==> src/pkg/pfc_pkg.sv <==
// constants and types for the pll frequency change control block
package pfc_pkg;

    // register byte offsets
    localparam logic [7:0] PFC_FREQ_OFS   = 8'h00;  // frequency_select_register
    localparam logic [7:0] PFC_WDCTL_OFS  = 8'h04;  // watchdog control and status
    localparam logic [7:0] PFC_STATUS_OFS = 8'h08;  // block status, sticky error bits write 1 to clear

    // frequency_select_register fields
    localparam int PFC_FREQ_RATIO_LSB = 0;  // ratio_select_bits [3:0]
    localparam int PFC_FREQ_SECOND_PLL_BIT  = 5;  // 1 = second_pll running
    localparam int PFC_FREQ_FIRST_PLL_BIT  = 6;  // 1 = first_pll running
    localparam int PFC_FREQ_PIN_OFF   = 7;  // 1 = bus_clock_pin high impedance unless first_pll runs

    // watchdog control fields
    localparam int PFC_WD_PRESCALE_LSB = 0;  // watchdog_prescale_field [2:0]
    localparam int PFC_WD_RUN_BIT      = 5;  // watchdog_run_bit
    localparam int PFC_WD_INTERVAL_BIT = 6;  // watchdog_interval_select, 1 = watchdog mode
    localparam int PFC_WD_TOVF_BIT     = 7;  // timer_overflow_flag, write 1 to clear
    localparam int PFC_WD_ROVF_BIT     = 8;  // reset_overflow_flag, write 1 to clear

    // status fields
    localparam int PFC_ST_BUSY_BIT   = 0;  // frequency change in progress
    localparam int PFC_ST_VALID_BIT  = 1;  // bus clock pin output stable
    localparam int PFC_ST_REJECT_BIT = 2;  // unsupported code written, sticky
    localparam int PFC_ST_SEQERR_BIT = 3;  // sequence precaution broken, sticky

    // values after reset
    localparam logic [7:0] PFC_FREQ_RST  = 8'h00;  // both plls off, ratio 0000
    localparam logic [8:0] PFC_WDCTL_RST = 9'h000;

    // permitted ratio codes, one bit per code value
    localparam logic [15:0] PFC_OK_BOTH_ON  = 16'h5771;  // codes 0,4,5,6,8,9,a,c,e
    localparam logic [15:0] PFC_OK_P2_ONLY  = 16'h5061;  // codes 0,5,6,c,e
    localparam logic [15:0] PFC_OK_P1_EXT   = 16'h0111;  // codes 0,4,8
    localparam logic [15:0] PFC_OK_P1_PIN   = 16'h0660;  // codes 5,6,9,a
    localparam logic [15:0] PFC_OK_BOTH_OFF = 16'hd771;  // codes 0,4,5,6,8,9,a,c,e,f

    // watchdog widths
    localparam int PFC_WD_CNT_W = 8;
    localparam int PFC_WD_DIV_W = 14;

    // sequence states, gray along idle -> settle
    typedef enum logic [1:0] {
        PFC_IDLE   = 2'b00,
        PFC_SETTLE = 2'b01
    } pfc_state_type;

    // code permitted for the strapped mode and the requested pll state
    function automatic logic pfc_code_ok(input logic [2:0] mode, input logic p1,
                                         input logic p2, input logic [3:0] code);
        logic [15:0] mask;
        mask = 16'h0000;
        case ({p1, p2})
            2'b11:   mask = (mode <= 3'd1) ? PFC_OK_BOTH_ON : 16'h0000;
            2'b01:   mask = (mode <= 3'd3) ? PFC_OK_P2_ONLY : 16'h0000;
            2'b10: begin
                if (mode <= 3'd1) begin
                    mask = PFC_OK_P1_EXT;
                end else if (mode == 3'd4 || mode == 3'd5) begin
                    mask = PFC_OK_P1_PIN;
                end
            end
            default: mask = (mode <= 3'd6) ? PFC_OK_BOTH_OFF : 16'h0000;
        endcase
        return mask[code];
    endfunction

    // prescaler tick for the selected watchdog division
    function automatic logic pfc_div_tick(input logic [2:0] sel, input logic [13:0] div);
        logic [13:0] m;
        m = 14'h0000;
        case (sel)
            3'd0:    m = 14'h0001;
            3'd1:    m = 14'h003f;
            3'd2:    m = 14'h007f;
            3'd3:    m = 14'h00ff;
            3'd4:    m = 14'h01ff;
            3'd5:    m = 14'h03ff;
            3'd6:    m = 14'h0fff;
            default: m = 14'h3fff;
        endcase
        return (div & m) == m;
    endfunction

endpackage

==> src/logic/pfc_top.sv <==
// pll frequency change control with watchdog and ahb-lite register slave
`timescale 1ns/10ps
`default_nettype none

// Functional notes
// - writing the frequency register starts the watchdog by itself
// - bus clock pin output flagged invalid while plls settle after a change
// - broken precautions: plls stay as they were, watchdog does not run
// - modes 0-1 any pll mix, 2-3 first pll off, 4-5 pin input, 6 none
// - clocks stop, watchdog counts, overflow applies the new ratio
// - change-ending overflow sets no flag, no interrupt, no overflow pin
module pfc_top (
    // clock and reset
    input  wire logic        clk_sys,
    input  wire logic        sys_rst,
    // ahb-lite slave
    input  wire logic        hsel,
    input  wire logic [31:0] haddr,
    input  wire logic [1:0]  htrans,
    input  wire logic        hwrite,
    input  wire logic [2:0]  hsize,
    input  wire logic        hready,
    input  wire logic [31:0] hwdata,
    output logic      [31:0] hrdata,
    output logic             hreadyout,
    output logic             hresp,
    // strap and system observation
    input  wire logic [2:0]  clock_mode,
    input  wire logic        ext_bypass_read,
    input  wire logic        ext_area_write,
    input  wire logic        code_in_onchip_mem,
    input  wire logic        general_dma_busy,
    input  wire logic        ethernet_dma_engine_busy,
    // clock generator control
    output logic      [3:0]  ratio_select_bits,
    output logic             first_pll,
    output logic             second_pll,
    output logic             clocks_stopped,
    output logic             bus_clock_pin_oe,
    output logic             bus_clock_pin_valid,
    // watchdog events
    output logic             interval_interrupt,
    output logic             overflow_output_pin
);
    import pfc_pkg::*;

    logic [7:0]              freq_q;
    logic [7:0]              pend_q;
    logic [8:0]              wdctl_q;
    logic [PFC_WD_CNT_W-1:0] wdcnt_q;
    logic [PFC_WD_DIV_W-1:0] wddiv_q;
    pfc_state_type           state_q;
    logic                    armed_q;
    logic                    reject_q;
    logic                    seqerr_q;
    logic                    ap_wr_q;
    logic [7:0]              ap_ofs_q;
    logic [31:0]             hrdata_q;
    logic                    irq_q;
    logic                    ovf_pin_q;

    logic                    ap_valid;
    logic                    wr_freq;
    logic                    wr_wdctl;
    logic                    code_ok;
    logic                    seq_ok;
    logic                    start_chg;
    logic                    wd_tick;
    logic                    wd_ovf;
    logic                    norm_ovf;

    // address phase capture, zero wait state, always okay
    assign ap_valid  = hsel && hready && htrans[1];
    assign hreadyout = 1'b1;
    assign hresp     = 1'b0;
    assign hrdata    = hrdata_q;

    always_ff @(posedge clk_sys) begin
        if (sys_rst) begin
            ap_wr_q  <= 1'b0;
            ap_ofs_q <= 8'h00;
        end else begin
            ap_wr_q  <= ap_valid && hwrite;
            ap_ofs_q <= haddr[7:0];
        end
    end

    // data phase write strobes
    assign wr_freq  = ap_wr_q && (ap_ofs_q == PFC_FREQ_OFS);
    assign wr_wdctl = ap_wr_q && (ap_ofs_q == PFC_WDCTL_OFS);

    // read data loaded during the address phase, shown in the data phase
    always_ff @(posedge clk_sys) begin
        if (sys_rst) begin
            hrdata_q <= 32'h0000_0000;
        end else if (ap_valid && !hwrite) begin
            case (haddr[7:0])
                PFC_FREQ_OFS:   hrdata_q <= {24'h00_0000, freq_q};
                PFC_WDCTL_OFS:  hrdata_q <= {15'h0000, wdcnt_q, wdctl_q};
                PFC_STATUS_OFS: hrdata_q <= {28'h000_0000, seqerr_q, reject_q,
                                             bus_clock_pin_valid, clocks_stopped};
                default:        hrdata_q <= 32'h0000_0000;
            endcase
        end
    end

    // precaution checks on the written value
    assign code_ok = pfc_code_ok(clock_mode, hwdata[PFC_FREQ_FIRST_PLL_BIT], hwdata[PFC_FREQ_SECOND_PLL_BIT],
                                 hwdata[3:0]);
    assign seq_ok  = armed_q && code_in_onchip_mem && !general_dma_busy && !ethernet_dma_engine_busy
                     && !wdctl_q[PFC_WD_RUN_BIT] && !wdctl_q[PFC_WD_INTERVAL_BIT];
    assign start_chg = wr_freq && (state_q == PFC_IDLE) && code_ok && seq_ok;

    // bypass read arms the sequence, an external write disarms it
    always_ff @(posedge clk_sys) begin
        if (sys_rst) begin
            armed_q <= 1'b0;
        end else if (ext_bypass_read) begin
            armed_q <= 1'b1;
        end else if (ext_area_write || wr_freq) begin
            armed_q <= 1'b0;
        end
    end

    // sequence state, clocks held while the watchdog times the settling
    always_ff @(posedge clk_sys) begin
        if (sys_rst) begin
            state_q <= PFC_IDLE;
        end else begin
            case (state_q)
                PFC_IDLE:   if (start_chg) state_q <= PFC_SETTLE;
                PFC_SETTLE: if (wd_ovf) state_q <= PFC_IDLE;
                default:    state_q <= PFC_IDLE;
            endcase
        end
    end

    // requested plls and ratio held pending, applied at the ending overflow; pin-off bit taken at the write
    always_ff @(posedge clk_sys) begin
        if (sys_rst) begin
            freq_q <= PFC_FREQ_RST;
            pend_q <= PFC_FREQ_RST;
        end else begin
            if (start_chg) begin
                pend_q <= {hwdata[7:5], 1'b0, hwdata[3:0]};
            end
            if (wr_freq && (state_q == PFC_IDLE) && code_ok) begin
                freq_q[PFC_FREQ_PIN_OFF] <= hwdata[PFC_FREQ_PIN_OFF];
            end
            if (state_q == PFC_SETTLE && wd_ovf) begin
                freq_q <= pend_q;
            end
        end
    end

    // sticky error flags, write 1 to clear, set wins
    always_ff @(posedge clk_sys) begin
        if (sys_rst) begin
            reject_q <= 1'b0;
            seqerr_q <= 1'b0;
        end else begin
            if (wr_freq && (state_q == PFC_IDLE) && !code_ok) begin
                reject_q <= 1'b1;
            end else if (ap_wr_q && ap_ofs_q == PFC_STATUS_OFS && hwdata[PFC_ST_REJECT_BIT]) begin
                reject_q <= 1'b0;
            end
            if (wr_freq && (state_q == PFC_IDLE) && code_ok && !seq_ok) begin
                seqerr_q <= 1'b1;
            end else if (ap_wr_q && ap_ofs_q == PFC_STATUS_OFS && hwdata[PFC_ST_SEQERR_BIT]) begin
                seqerr_q <= 1'b0;
            end
        end
    end

    // watchdog prescaler and counter, run during a change or when enabled
    assign wd_tick  = pfc_div_tick(wdctl_q[2:0], wddiv_q);
    assign wd_ovf   = wd_tick && (wdcnt_q == {PFC_WD_CNT_W{1'b1}});
    assign norm_ovf = wd_ovf && (state_q == PFC_IDLE) && wdctl_q[PFC_WD_RUN_BIT];

    always_ff @(posedge clk_sys) begin
        if (sys_rst) begin
            wddiv_q <= '0;
            wdcnt_q <= '0;
        end else if (start_chg) begin
            wddiv_q <= '0;
            wdcnt_q <= '0;
        end else if (state_q == PFC_SETTLE || wdctl_q[PFC_WD_RUN_BIT]) begin
            wddiv_q <= wddiv_q + 1'b1;
            if (wd_tick) begin
                wdcnt_q <= wdcnt_q + 1'b1;
            end
        end
    end

    // watchdog control, flags only from overflows outside a change
    always_ff @(posedge clk_sys) begin
        if (sys_rst) begin
            wdctl_q <= PFC_WDCTL_RST;
        end else begin
            if (wr_wdctl) begin
                wdctl_q[6:0] <= {hwdata[6:5], 2'b00, hwdata[2:0]};
            end
            if (norm_ovf) begin
                wdctl_q[PFC_WD_TOVF_BIT] <= 1'b1;
            end else if (wr_wdctl && hwdata[PFC_WD_TOVF_BIT]) begin
                wdctl_q[PFC_WD_TOVF_BIT] <= 1'b0;
            end
            if (norm_ovf && wdctl_q[PFC_WD_INTERVAL_BIT]) begin
                wdctl_q[PFC_WD_ROVF_BIT] <= 1'b1;
            end else if (wr_wdctl && hwdata[PFC_WD_ROVF_BIT]) begin
                wdctl_q[PFC_WD_ROVF_BIT] <= 1'b0;
            end
        end
    end

    // watchdog event outputs, one-cycle pulses
    always_ff @(posedge clk_sys) begin
        if (sys_rst) begin
            irq_q     <= 1'b0;
            ovf_pin_q <= 1'b0;
        end else begin
            irq_q     <= norm_ovf && !wdctl_q[PFC_WD_INTERVAL_BIT];
            ovf_pin_q <= norm_ovf && wdctl_q[PFC_WD_INTERVAL_BIT];
        end
    end

    // clock generator outputs
    assign ratio_select_bits   = freq_q[3:0];
    assign first_pll           = freq_q[PFC_FREQ_FIRST_PLL_BIT];
    assign second_pll          = freq_q[PFC_FREQ_SECOND_PLL_BIT];
    assign clocks_stopped      = (state_q == PFC_SETTLE);
    assign bus_clock_pin_oe    = !freq_q[PFC_FREQ_PIN_OFF] || freq_q[PFC_FREQ_FIRST_PLL_BIT];
    assign bus_clock_pin_valid = (state_q == PFC_IDLE);
    assign interval_interrupt  = irq_q;
    assign overflow_output_pin = ovf_pin_q;

endmodule

`default_nettype wire

==> config.mk <==
export PLATFORM = sky130hd
export DESIGN_NAME = pfc_top
export DESIGN_NICKNAME = d
export VERILOG_FILES = /design/src/pkg/pfc_pkg.sv /design/src/logic/pfc_top.sv
export SDC_FILE = /design/constraint.sdc
export NUM_CORES = 1
export LEC_CHECK = 0
export BUFFER_PORTS_ARGS = -buffer_cell sky130_fd_sc_hd__buf_2
export CAP_MARGIN = 20
export CELL_PAD_IN_SITES_DETAIL_PLACEMENT = 0
export CELL_PAD_IN_SITES_GLOBAL_PLACEMENT = 1
export CORE_MARGIN = 2
export CORE_UTILIZATION = 37
export CTS_BUF_LIST = sky130_fd_sc_hd__clkbuf_8
export CTS_CLUSTER_DIAMETER = 120
export DETAILED_ROUTE_END_ITERATION = 8
export HOLD_SLACK_MARGIN = 0.02
export PLACE_DENSITY_LB_ADDON = 0.1
export SYNTH_ARGS = -nofsm -noshare
export SYNTH_HDL_FRONTEND = slang
export SYNTH_SLANG_ARGS = --single-unit
==> constraint.sdc <==
create_clock -name clk_sys -period 2.2 [get_ports clk_sys]
set_input_delay 0 -clock clk_sys [delete_from_list [all_inputs] [get_ports clk_sys]]
set_output_delay 0 -clock clk_sys [all_outputs]
set_load 0.05 [all_outputs]
==> metrics.log, run 1 <==
INFO  metric run_status = finished, final reports clean
INFO  metric layout-drive-gt1-share = 20.7%
INFO  metric setup_violations = 0
INFO  metric syn-cell-area = 3340 µm²
INFO  metric relSlewSlack = 66.5%
INFO  metric synth-compound-area-share = 9.52%
INFO  metric final_cell_mix = sky130_fd_sc_hd__dfxtp_1, sky130_fd_sc_hd__nor2_1, sky130_fd_sc_hd__buf_2, sky130_fd_sc_hd__nand2_1, sky130_fd_sc_hd__dlygate4sd3_1
INFO  metric synth_xor_area_share = 4.99%
INFO  metric cell_types_occupying_the_most_area_after_synthesis = sky130_fd_sc_hd__dfxtp_1, sky130_fd_sc_hd__nor2_1, sky130_fd_sc_hd__mux2i_1
INFO  metric grt_first_pass_wirelength = 13,000 µm
INFO  metric die_h = 99.0 µm
INFO  metric layout.nets = 537
INFO  metric initial_utilization = 38.3%
INFO  metric clock_sink_count = 74
INFO  metric multiInputGateArea = 1650 µm²
INFO  metric synth_area_leader_cell = sky130_fd_sc_hd__dfxtp_1
INFO  metric area.growth.synth_to_final = 23.2%
INFO  metric timing.final.crit_share = 92.3%
INFO  metric route.vias.total = 2,769
INFO  metric cp_data_required_time = 2.44 ns
INFO  metric ant_nets = 0
INFO  metric timing.critical_path.fanout_max = 8
INFO  metric remaining_drc_errors = 0
INFO  metric seq_pwr_share = 47.1%
INFO  metric post-cts-setup-buffer-count = 0
INFO  metric synth-warning-count = 0
INFO  metric dp_hpwl = 5700 µm
INFO  metric clk_path_buf_depth = 2
INFO  metric sw_frac_of_total = 24.3%
INFO  metric synth-seq-cells = 74
INFO  metric ys_seq_area_share = 44.4%
INFO  metric drt_pre_antenna_iters = 4
INFO  metric reported_max_cap_violation_count = 0
INFO  metric final_hold_viol_count = 0
INFO  metric vias_per_cell = 4.89
INFO  metric worst_clock_skew = 0.0116 ns
INFO  metric detail_route.wirelength = 8140 µm
INFO  metric insertion_delay_of_the_later_clocked_pin_in_the_worst_skew_pair = 0.36 ns
INFO  metric layout_commonest_cell = sky130_fd_sc_hd__dfxtp_1
INFO  metric cts_tree = yes
INFO  metric worst_hold_path_type = in -> reg
INFO  metric worstSetupEndpointType = flip-flop
INFO  metric global_route.overflow_total = 0
INFO  metric worst_setup_hold_path_clk_slew = 0.08 ns
INFO  metric critPathKind = reg -> reg
INFO  metric tns = 0 ns
INFO  metric power.density_cell_area = 700 nW/µm²
INFO  metric power.net_switching = 0.699 mW
INFO  metric synthAdderAreaFrac = 0.750%
INFO  metric finalMaxSlewViolations = 0
INFO  metric share_comb_of_total_power = 7.1%
INFO  metric drt-initial-drc-count = 57
INFO  metric vdd.ir_drop.worst = 377 µV
INFO  metric floorplan.die.width = 99.0 µm
INFO  metric floorplan.core_area = 8720 µm²
INFO  metric synthMuxAreaShare = 7.05%
INFO  metric synth_enable_flop_cells = 0
INFO  metric cts_root_buffer = sky130_fd_sc_hd__clkbuf_8
INFO  metric least_margin_pin_slew = 0.503 ns
INFO  metric p_clk_share = 45.8%
INFO  metric cts_inserted_buffers = 9
INFO  metric gr-usage-all-layers = 16.9%
INFO  metric insertedDiodeCount = 0
INFO  metric synth_top_family_by_area = simple AND/OR/NAND/NOR gates
INFO  metric wl_per_cell = 14.4 µm
INFO  metric regArea = 1480 µm²
INFO  metric dieArea = 9790 µm²
INFO  metric synth_async_sr_flop_share = 0%
INFO  metric ctsHtreeMaxLevel = 3
INFO  metric netlist_instances = 378
INFO  metric num_io_pins = 127
INFO  metric power_report.internal_total = 2.18 mW
INFO  metric grt_start_max_net_pins = 31
INFO  metric rsz0062_at_grt = false
INFO  metric synthSimpleGateAreaFrac = 24.7%
INFO  metric total_leakage_power = 1.65 nW
INFO  metric final_period_demand_of_the_worst_path = 2.03 ns
INFO  metric whs = 0.0544 ns
INFO  metric maxClockFrequency = 492 MHz
INFO  metric worstPathArrival = 2.27 ns
INFO  metric numPortBuffers = 56
INFO  metric floorplan.rows = 34
INFO  metric critPathLaunchType = flip-flop
INFO  metric last_weighted_congestion_value_of_the_routability_driven_placer = 0.754
INFO  metric syn_area_per_cell = 8.83 µm²
INFO  metric synth.distinct_cells = 49
INFO  metric fillerInstances = 867
INFO  metric synth_top_area_share = 44.4%
INFO  metric initial_antenna_violation_count = 0
INFO  metric synth_ff_type = sky130_fd_sc_hd__dfxtp_1
INFO  metric grt_pass1_vias = 2,613
[per-stage QoR]
| step | power, mW | cell area, µm² | utilization (%) | instances | setup WS (ns) |
|---|---|---|---|---|---|
| detailed placement | 1.56 | 3640 | 41.8 | 529 | 0.0842 |
| global placement | 1.56 | 3640 | 41.8 | 529 | 0.0933 |
| global route | 2.98 | 4110 | 47.1 | 566 | 0.0647 |
| CTS | 2.90 | 4100 | 47.0 | 566 | 0.0606 |
| floorplan | 1.54 | 3400 | - | 394 | 0.0533 |
| finish | 2.88 | 4110 | 47.1 | 566 | 0.169 |
[area by class of cell]
class | instances | share of cell area, %
clock buffers | 9 | 3.01
clock inverters | 7 | 3.01
flip-flops and latches | 74 | 36.0
repair buffers | 86 | 13.9
well taps | 108 | 3.29
multi-input cells | 274 | 40.0
inverters | 8 | 0.731
[cell usage after synthesis, types with 3 or more instances]
| cell | number |
|---|---|
| sky130_fd_sc_hd__nand4_1 | 8 |
| sky130_fd_sc_hd__nor3b_1 | 4 |
| sky130_fd_sc_hd__xnor2_1 | 13 |
| sky130_fd_sc_hd__nor2_1 | 68 |
| sky130_fd_sc_hd__dfxtp_1 | 74 |
| sky130_fd_sc_hd__nand2_1 | 37 |
| sky130_fd_sc_hd__inv_1 | 8 |
| sky130_fd_sc_hd__o21ai_0 | 4 |
| sky130_fd_sc_hd__mux2_2 | 4 |
| sky130_fd_sc_hd__nor4_1 | 3 |
| sky130_fd_sc_hd__buf_4 | 22 |
| sky130_fd_sc_hd__a21oi_1 | 12 |
| sky130_fd_sc_hd__and2_1 | 3 |
| sky130_fd_sc_hd__mux2i_1 | 19 |
| sky130_fd_sc_hd__a22oi_1 | 17 |
| sky130_fd_sc_hd__xor2_1 | 6 |
| sky130_fd_sc_hd__buf_6 | 3 |
| sky130_fd_sc_hd__nand3_1 | 8 |
| sky130_fd_sc_hd__nand3b_1 | 3 |
| sky130_fd_sc_hd__nor3_1 | 6 |
| sky130_fd_sc_hd__nor2b_1 | 11 |
| sky130_fd_sc_hd__clkbuf_1 | 10 |
[layer usage]
metal	GRT usage, %	routed length (µm)	vias to the layer above
met5	0	0	-
li1	-	-	1398
met2	26.9	3870	52
met3	4.96	278	7
met1	22.4	3930	1312
met4	4.64	54	0
[repair_timing]
item                       in CTS  in global routing
resized for setup               0                  2
hold buffers                   21                  0
setup endpoints to repair       0                 29
hold endpoints to repair       25                  0
[kinds of logic (layout without fill, tap and decap cells)]
family / count (synthesis) / in the layout
mux: 23 / 23
other cells: 2 / 18
fa+ha+maj: 2 / 2
xor+xnor: 19 / 19
compound gates: 46 / 46
buf+inv: 46 / 110
flops: 74 / 74
simple gates: 166 / 166
[sequential cells by signal, summed over array words and instances (netlist names)]
signal and cells:
seqerr_q 1, wdctl_q 7, state_q 1, overflow_output_pin 1, wdcnt_q 8, hrdata 16, interval_interrupt 1, freq_q 7
ap_ofs_q 8, pend_q 7, wddiv_q 14, ap_wr_q 1, reject_q 1, armed_q 1
[critical path, cell delays in order (launching register included)]
cell	delay, ns
sky130_fd_sc_hd__dfxtp_1	0.33
sky130_fd_sc_hd__nor4b_4	0.30
sky130_fd_sc_hd__nand3b_1	0.13
sky130_fd_sc_hd__or3_1	0.37
sky130_fd_sc_hd__or3_4	0.42
sky130_fd_sc_hd__buf_12	0.16
sky130_fd_sc_hd__mux2i_1	0.15
sky130_fd_sc_hd__nor2_1	0.05
[final timing paths]
check,startpoint,to,slack (ns),cells past startpoint
max,ap_ofs_q[4],pend_q[2],0.17,7
min,code_in_onchip_mem,seqerr_q,0.05,4
max reg2reg,ap_ofs_q[4],pend_q[2],0.17,7
min reg2reg,wdctl_q[7],wdctl_q[7],0.47,2
[power groups by stage]
| stage | Clock (mW) | Sequential (mW) | Combinational, mW |
|---|---|---|---|
| 5_1_grt | 1.40 | 1.36 | 0.220 |
| 2_1_floorplan | 0 | 1.38 | 0.152 |
| 6_report | 1.32 | 1.35 | 0.205 |
| 3_5_place_dp | 0 | 1.39 | 0.176 |
| 3_3_place_gp | 0 | 1.38 | 0.176 |
| 4_1_cts | 1.35 | 1.35 | 0.204 |
Note: power is estimated with default switching activity, not from simulation.
==> inputs of run 2 (changes only) <==
==> constraint.sdc (replaced) <==
create_clock -name clk_sys -period 2.1 [get_ports clk_sys]
set_input_delay 0 -clock clk_sys [delete_from_list [all_inputs] [get_ports clk_sys]]
set_output_delay 0 -clock clk_sys [all_outputs]
set_load 0.05 [all_outputs]
==> run 2 against run 1 <==
Compared with the run above:
- clock skew down 0.0034 ns
- design area down 0.46%
- critical path depth unchanged
- first-iteration DRC count down 28%
- sequential power up 5%
- clock power down 22%
- worst hold slack better by 0.021 ns
- clock-buffer cell count up 3
- sequential share of layout area up 0.20 points
- flip-flop and latch count unchanged
- critical endpoint is now pend_q[5]
- largest cell class unchanged
==> metrics.log, run 2 (synthesis gave the netlist of run 1 again) <==
INFO  metric initial_utilization = 38.3%
INFO  metric layout-drive-gt1-share = 21.6%
INFO  metric floorplan.die.width = 99.0 µm
INFO  metric met1_length = 3640 µm
INFO  metric vias_per_cell = 4.82
INFO  metric total_leakage_power = 1.66 nW
INFO  metric pre_cts_worst_setup_slack = 0.0100 ns
INFO  metric drt_pre_antenna_iters = 4
INFO  metric finalMaxSlewViolations = 0
INFO  metric final_period_demand_of_the_worst_path = 1.94 ns
INFO  metric largest_reg_flops = 16
INFO  metric worst_hold_path_type = in -> reg
INFO  metric layout.nets = 542
INFO  metric final_hold_viol_count = 0
INFO  metric power.density_cell_area = 651 nW/µm²
INFO  metric post-cts-setup-buffer-count = 0
INFO  metric last_weighted_congestion_value_of_the_routability_driven_placer = 0.737
INFO  metric grt_first_pass_wirelength = 13,100 µm
INFO  metric whs = 0.0754 ns
INFO  metric met3_length = 229 µm
INFO  metric remaining_drc_errors = 0
INFO  metric tns = 0 ns
INFO  metric drt-initial-drc-count = 41
INFO  metric r2r_setup_slack = 0.16 ns
INFO  metric worst_clock_skew = 0.00817 ns
INFO  metric cp-startpoint = ap_ofs_q[6]
INFO  metric floorplan.core_area = 8720 µm²
INFO  metric critPathLaunchType = flip-flop
INFO  metric timing.final.crit_share = 92.4%
INFO  metric worstSetupEndpointType = flip-flop
INFO  metric initial_antenna_violation_count = 0
INFO  metric layout.cells.non_filler = 571
INFO  metric area.growth.synth_to_final = 22.6%
INFO  metric insertedDiodeCount = 0
INFO  metric share_comb_of_total_power = 8.0%
INFO  metric seq_pwr_share = 53.2%
INFO  metric detail_route.wirelength = 7740 µm
INFO  metric grt_pass1_vias = 2,733
INFO  metric clk_path_buf_depth = 2
INFO  metric cts_tree = yes
INFO  metric placed_cells_incl_taps = 534
INFO  metric route.vias.total = 2,755
INFO  metric ctsHtreeMaxLevel = 3
INFO  metric num_io_pins = 127
INFO  metric maxClockFrequency = 515 MHz
INFO  metric cts_inserted_buffers = 9
INFO  metric reported_max_cap_violation_count = 0
INFO  metric clock_sink_count = 74
INFO  metric gr-usage-all-layers = 16.7%
INFO  metric global_route.overflow_total = 0
INFO  metric cts_root_buffer = sky130_fd_sc_hd__clkbuf_8
INFO  metric grt_start_max_net_pins = 27
INFO  metric wl_per_cell = 13.6 µm
INFO  metric dp_hpwl = 5630 µm
INFO  metric power_report.internal_total = 2.00 mW
INFO  metric worstPathArrival = 2.18 ns
INFO  metric vdd.ir_drop.worst = 359 µV
INFO  metric floorplan.rows = 34
INFO  metric detailroute.wirelength.met2 = 3780 µm
INFO  metric setup_violations = 0
INFO  metric power.net_switching = 0.665 mW
INFO  metric dieArea = 9790 µm²
INFO  metric ant_nets = 0
INFO  metric top_layer_used = met4
INFO  metric crit-reg2reg-launch = ap_ofs_q[6]
INFO  metric rsz0062_at_grt = false
INFO  metric final_cell_mix = sky130_fd_sc_hd__dfxtp_1, sky130_fd_sc_hd__nor2_1, sky130_fd_sc_hd__buf_2, sky130_fd_sc_hd__nand2_1, sky130_fd_sc_hd__dlygate4sd3_1
INFO  metric hold_path.startpoint = code_in_onchip_mem
INFO  metric layout_commonest_cell = sky130_fd_sc_hd__dfxtp_1
INFO  metric die_h = 99.0 µm
INFO  metric worst_setup_hold_path_clk_slew = 0.08 ns
INFO  metric timing.critical_path.fanout_max = 7
INFO  metric run_status = finished, final reports clean
INFO  metric least_margin_pin_slew = 0.505 ns
INFO  metric relSlewSlack = 66.3%
INFO  metric sw_frac_of_total = 25.0%
INFO  metric insertion_delay_of_the_later_clocked_pin_in_the_worst_skew_pair = 0.34 ns
INFO  metric p_clk_share = 38.8%
INFO  metric critPathKind = reg -> reg
INFO  metric cp_data_required_time = 2.34 ns
INFO  metric numPortBuffers = 56
INFO  metric post-route-worst-setup-slack = 0.159 ns
[run 2: cell types whose count changed in the layout (fill, tap and decap cells not counted), moves of 2 or more]
cell / previous run / this run
sky130_fd_sc_hd__clkbuf_8: 9 / 12
sky130_fd_sc_hd__buf_4: 8 / 12
sky130_fd_sc_hd__inv_6: 2 / 0
sky130_fd_sc_hd__bufinv_16: 3 / 0
sky130_fd_sc_hd__clkinv_2: 0 / 2
[run 2: layer usage]
| layer | vias to the layer above | track usage [%] |
|---|---|---|
| met5 | - | 0 |
| met4 | 0 | 5.06 |
| met3 | 9 | 4.54 |
| met2 | 40 | 28.6 |
| met1 | 1299 | 20.4 |
| li1 | 1407 | - |
[run 2: power by group through the flow]
stage | sequential, mW | clock [mW] | combinational (mW)
detailed placement | 1.45 | 0 | 0.186
global route | 1.42 | 1.11 | 0.230
finish | 1.42 | 1.03 | 0.214
floorplan | 1.45 | 0 | 0.159
global placement | 1.45 | 0 | 0.184
CTS | 1.42 | 1.07 | 0.215
[run 2: per-stage QoR]
step           util (%)  cell area (µm²)  power, mW
5_1_grt            46.9             4090       2.76
2_1_floorplan         -             3400       1.61
3_5_place_dp       42.3             3680       1.64
4_1_cts            46.8             4080       2.70
3_3_place_gp       42.3             3680       1.63
6_report           46.9             4090       2.66
[run 2: final cells by class]
type                            count  area (µm²)
Fill cell                         889        4630
Timing Repair Buffer               91         612
Clock inverter                      4        17.5
Sequential cell                    74        1480
Multi-Input combinational cell    274        1650
Clock buffer                       12         165
Tap cell                          108         135
Inverter                            8        33.8
[run 2: repair_timing]
action | CTS | global route
pin swaps | 0 | 2
resized for setup | 1 | 2
endpoints found under the hold margin | 24 | 0
hold buffers | 21 | 0
endpoints found under the setup margin | 6 | 10
[run 2: critical path: stages, from the launching register on]
cell and delay [ns]:
sky130_fd_sc_hd__dfxtp_1 0.33, sky130_fd_sc_hd__nor4b_4 0.29, sky130_fd_sc_hd__nand3b_1 0.14, sky130_fd_sc_hd__or3_4 0.35, sky130_fd_sc_hd__or3_4 0.37, sky130_fd_sc_hd__buf_6 0.16
sky130_fd_sc_hd__mux2i_1 0.15, sky130_fd_sc_hd__nor2_1 0.05
[run 2: worst paths after layout]
kind / to / depth (start not counted)
setup / recovery: pend_q[5] / 7
hold reg to reg: wdctl_q[7] / 2
hold / removal: seqerr_q / 4
setup reg to reg: pend_q[5] / 7
==> inputs of run 3 (changes only) <==
--- a/config.mk
+++ b/config.mk
@@ -9,6 +9,7 @@
 export CAP_MARGIN = 20
 export CELL_PAD_IN_SITES_DETAIL_PLACEMENT = 0
 export CELL_PAD_IN_SITES_GLOBAL_PLACEMENT = 1
+export CORE_ASPECT_RATIO = 0.9
 export CORE_MARGIN = 2
 export CORE_UTILIZATION = 37
 export CTS_BUF_LIST = sky130_fd_sc_hd__clkbuf_8
==> constraint.sdc (replaced) <==
create_clock -name clk_sys -period 2.1 [get_ports clk_sys]
set_input_delay 0.21 -clock clk_sys [delete_from_list [all_inputs] [get_ports clk_sys]]
set_output_delay 0.21 -clock clk_sys [all_outputs]
set_load 0.05 [all_outputs]
==> run 3 against run 2 <==
Compared with the run above:
- via count decreased by 3.2%
- first-iteration DRC count grew to 3.8 times the previous value
- non-clock buffer count fell by 19
- final cell count shrank 1.4%
- sequential power hardly changed
- power grew 9.8%
- maximum frequency down 3.0%
- routed wire length is 3.7% higher
- largest power group unchanged
- highest routed layer unchanged
==> metrics.log, run 3 (synthesis gave the netlist of run 1 again) <==
INFO  metric worst_r2r_endpoint = pend_q[1]
INFO  metric worst_clock_skew = 0.00883 ns
INFO  metric insertedDiodeCount = 0
INFO  metric remaining_drc_errors = 0
INFO  metric post-route-worst-setup-slack = 0.0989 ns
INFO  metric hold-path-cell-count = 3
INFO  metric final_cell_mix = sky130_fd_sc_hd__dfxtp_1, sky130_fd_sc_hd__nor2_1, sky130_fd_sc_hd__buf_2, sky130_fd_sc_hd__nand2_1, sky130_fd_sc_hd__mux2i_1
INFO  metric reported_max_cap_violation_count = 0
INFO  metric route.vias.total = 2,666
INFO  metric cp_data_required_time = 2.33 ns
INFO  metric layout-drive-gt1-share = 23.6%
INFO  metric layout.nets = 523
INFO  metric layout_commonest_cell = sky130_fd_sc_hd__dfxtp_1
INFO  metric grt_first_pass_wirelength = 13,200 µm
INFO  metric finalMaxSlewViolations = 0
INFO  metric final_core_util = 46.0%
INFO  metric global_route.overflow_total = 0
INFO  metric floorplan.rows = 32
INFO  metric placed_cells_incl_taps = 547
INFO  metric power.net_switching = 0.697 mW
INFO  metric capture_endpoint_of_the_worst_hold_path = armed_q
INFO  metric worst_setup_hold_path_clk_slew = 0.08 ns
INFO  metric grt_pass1_vias = 2,599
INFO  metric worstSetupEndpointType = flip-flop
INFO  metric critPathKind = reg -> reg
INFO  metric power_report.internal_total = 2.23 mW
INFO  metric ant_nets = 0
INFO  metric clock_sink_count = 74
INFO  metric cts_root_buffer = sky130_fd_sc_hd__clkbuf_8
INFO  metric run_status = finished, final reports clean
INFO  metric gr-usage-all-layers = 17.5%
INFO  metric dieArea = 9800 µm²
INFO  metric num_io_pins = 127
INFO  metric post-cts-setup-buffer-count = 0
INFO  metric insertion_delay_of_the_later_clocked_pin_in_the_worst_skew_pair = 0.35 ns
INFO  metric timing.final.crit_share = 95.3%
INFO  metric total_leakage_power = 1.60 nW
INFO  metric reg2reg_depth = 7
INFO  metric crit-reg2reg-launch = ap_ofs_q[7]
INFO  metric seq_pwr_share = 48.4%
INFO  metric initial_antenna_violation_count = 0
INFO  metric setup_violations = 0
INFO  metric numPortBuffers = 56
INFO  metric floorplan.die.width = 104 µm
INFO  metric ctsHtreeMaxLevel = 3
INFO  metric r2r_setup_slack = 0.1 ns
INFO  metric detail_route.wirelength = 8020 µm
INFO  metric cts_inserted_buffers = 9
INFO  metric worst_hold_path_type = in -> reg
INFO  metric layout.cells.non_filler = 563
INFO  metric die_h = 94.1 µm
INFO  metric last_weighted_congestion_value_of_the_routability_driven_placer = 0.786
INFO  metric worstPathArrival = 2.23 ns
INFO  metric drt-initial-drc-count = 154
INFO  metric pre_cts_worst_setup_slack = -0.0310 ns
INFO  metric initial_utilization = 38.6%
INFO  metric dp_hpwl = 5690 µm
INFO  metric floorplan.core_area = 8650 µm²
INFO  metric sw_frac_of_total = 23.8%
INFO  metric drt_pre_antenna_iters = 4
INFO  metric power.density_cell_area = 736 nW/µm²
INFO  metric relSlewSlack = 66.6%
INFO  metric hold_path.startpoint = ext_bypass_read
INFO  metric timing.critical_path.fanout_max = 7
INFO  metric area.growth.synth_to_final = 19.1%
INFO  metric regArea = 1480 µm²
INFO  metric wl_per_cell = 14.2 µm
INFO  metric final_period_demand_of_the_worst_path = 2.00 ns
INFO  metric critPathLaunchType = flip-flop
INFO  metric share_comb_of_total_power = 6.6%
INFO  metric vdd.ir_drop.worst = 345 µV
INFO  metric grt_start_max_net_pins = 30
INFO  metric multiInputGateArea = 1650 µm²
INFO  metric final_hold_viol_count = 0
INFO  metric vias_per_cell = 4.74
INFO  metric p_clk_share = 44.9%
INFO  metric largest_reg_flops = 16
INFO  metric design_power_total = 2.93 mW
INFO  metric rsz0062_at_grt = true
INFO  metric cts_tree = yes
INFO  metric maxClockFrequency = 500 MHz
INFO  metric fillerInstances = 910
INFO  metric clk_path_buf_depth = 2
INFO  metric least_margin_pin_slew = 0.502 ns
-- run 3: changes by cell type in the layout (fill, tap and decap cells not counted), sizes merged --
cell,delta
bufinv,+2
inv,-2
buf,+2
clkinvlp,+1
dlygate4sd3,-21
clkinv,-1
-- run 3: per-layer routing --
layer | up-vias | wire (µm) | GRT usage [%]
met3 | 12 | 418 | 3.95
met5 | - | 0 | 0
met2 | 63 | 3340 | 27.1
met4 | 0 | 94 | 5.74
li1 | 1367 | - | -
met1 | 1224 | 4170 | 24.0
-- run 3: worst max path at each step --
stage | startpoint | endpoint | slack [ns] | cells past startpoint
2_1_floorplan | state_q[0] | freq_q[5] | 0.17 | 4
5_1_grt | ap_ofs_q[7] | pend_q[7] | -0.02 | 7
3_5_place_dp | ap_ofs_q[4] | pend_q[7] | -0.03 | 7
3_3_place_gp | ap_ofs_q[4] | pend_q[1] | -0.06 | 7
6_report | ap_ofs_q[7] | pend_q[1] | 0.1 | 7
4_1_cts | ap_ofs_q[4] | pend_q[1] | 0.03 | 7
-- run 3: power groups by stage --
stage / sequential (mW) / clock, mW / combinational [mW]
floorplan: 1.45 / 0 / 0.159
global placement: 1.45 / 0 / 0.194
detailed placement: 1.45 / 0 / 0.194
CTS: 1.42 / 1.35 / 0.195
global route: 1.42 / 1.41 / 0.208
finish: 1.42 / 1.31 / 0.194
-- run 3: metrics by stage --
| step | TNS (ns) | hold slack, ns | cell area (µm²) |
|---|---|---|---|
| 5_1_grt | -0.0377 | 0.0873 | 3980 |
| 2_1_floorplan | 0 | 0.331 | 3400 |
| 6_report | 0 | 0.0773 | 3980 |
| 3_5_place_dp | -0.451 | 0.434 | 3730 |
| 4_1_cts | 0 | 0.0619 | 3970 |
| 3_3_place_gp | -1.14 | 0.419 | 3730 |
-- run 3: layout make-up --
type | count | share of cell area [%]
well taps | 119 | 3.75
clock inverters | 4 | 1.83
inverters | 8 | 0.850
clock buffers | 12 | 4.15
repair buffers | 72 | 10.7
flip-flops and latches | 74 | 37.3
multi-input cells | 274 | 41.4
-- run 3: critical path, stage by stage (launching register included) --
cell	delay (ns)
sky130_fd_sc_hd__dfxtp_2	0.33
sky130_fd_sc_hd__nor4b_4	0.30
sky130_fd_sc_hd__nand3b_1	0.16
sky130_fd_sc_hd__or3_4	0.36
sky130_fd_sc_hd__or3_4	0.39
sky130_fd_sc_hd__buf_12	0.16
sky130_fd_sc_hd__mux2i_1	0.14
sky130_fd_sc_hd__nor2_1	0.05
-- run 3: what timing repair did --
item,4_1_cts,5_1_grt
pin swaps,0,2
hold buffers,0,0
gates resized for setup,1,2
setup endpoints to repair,29,29
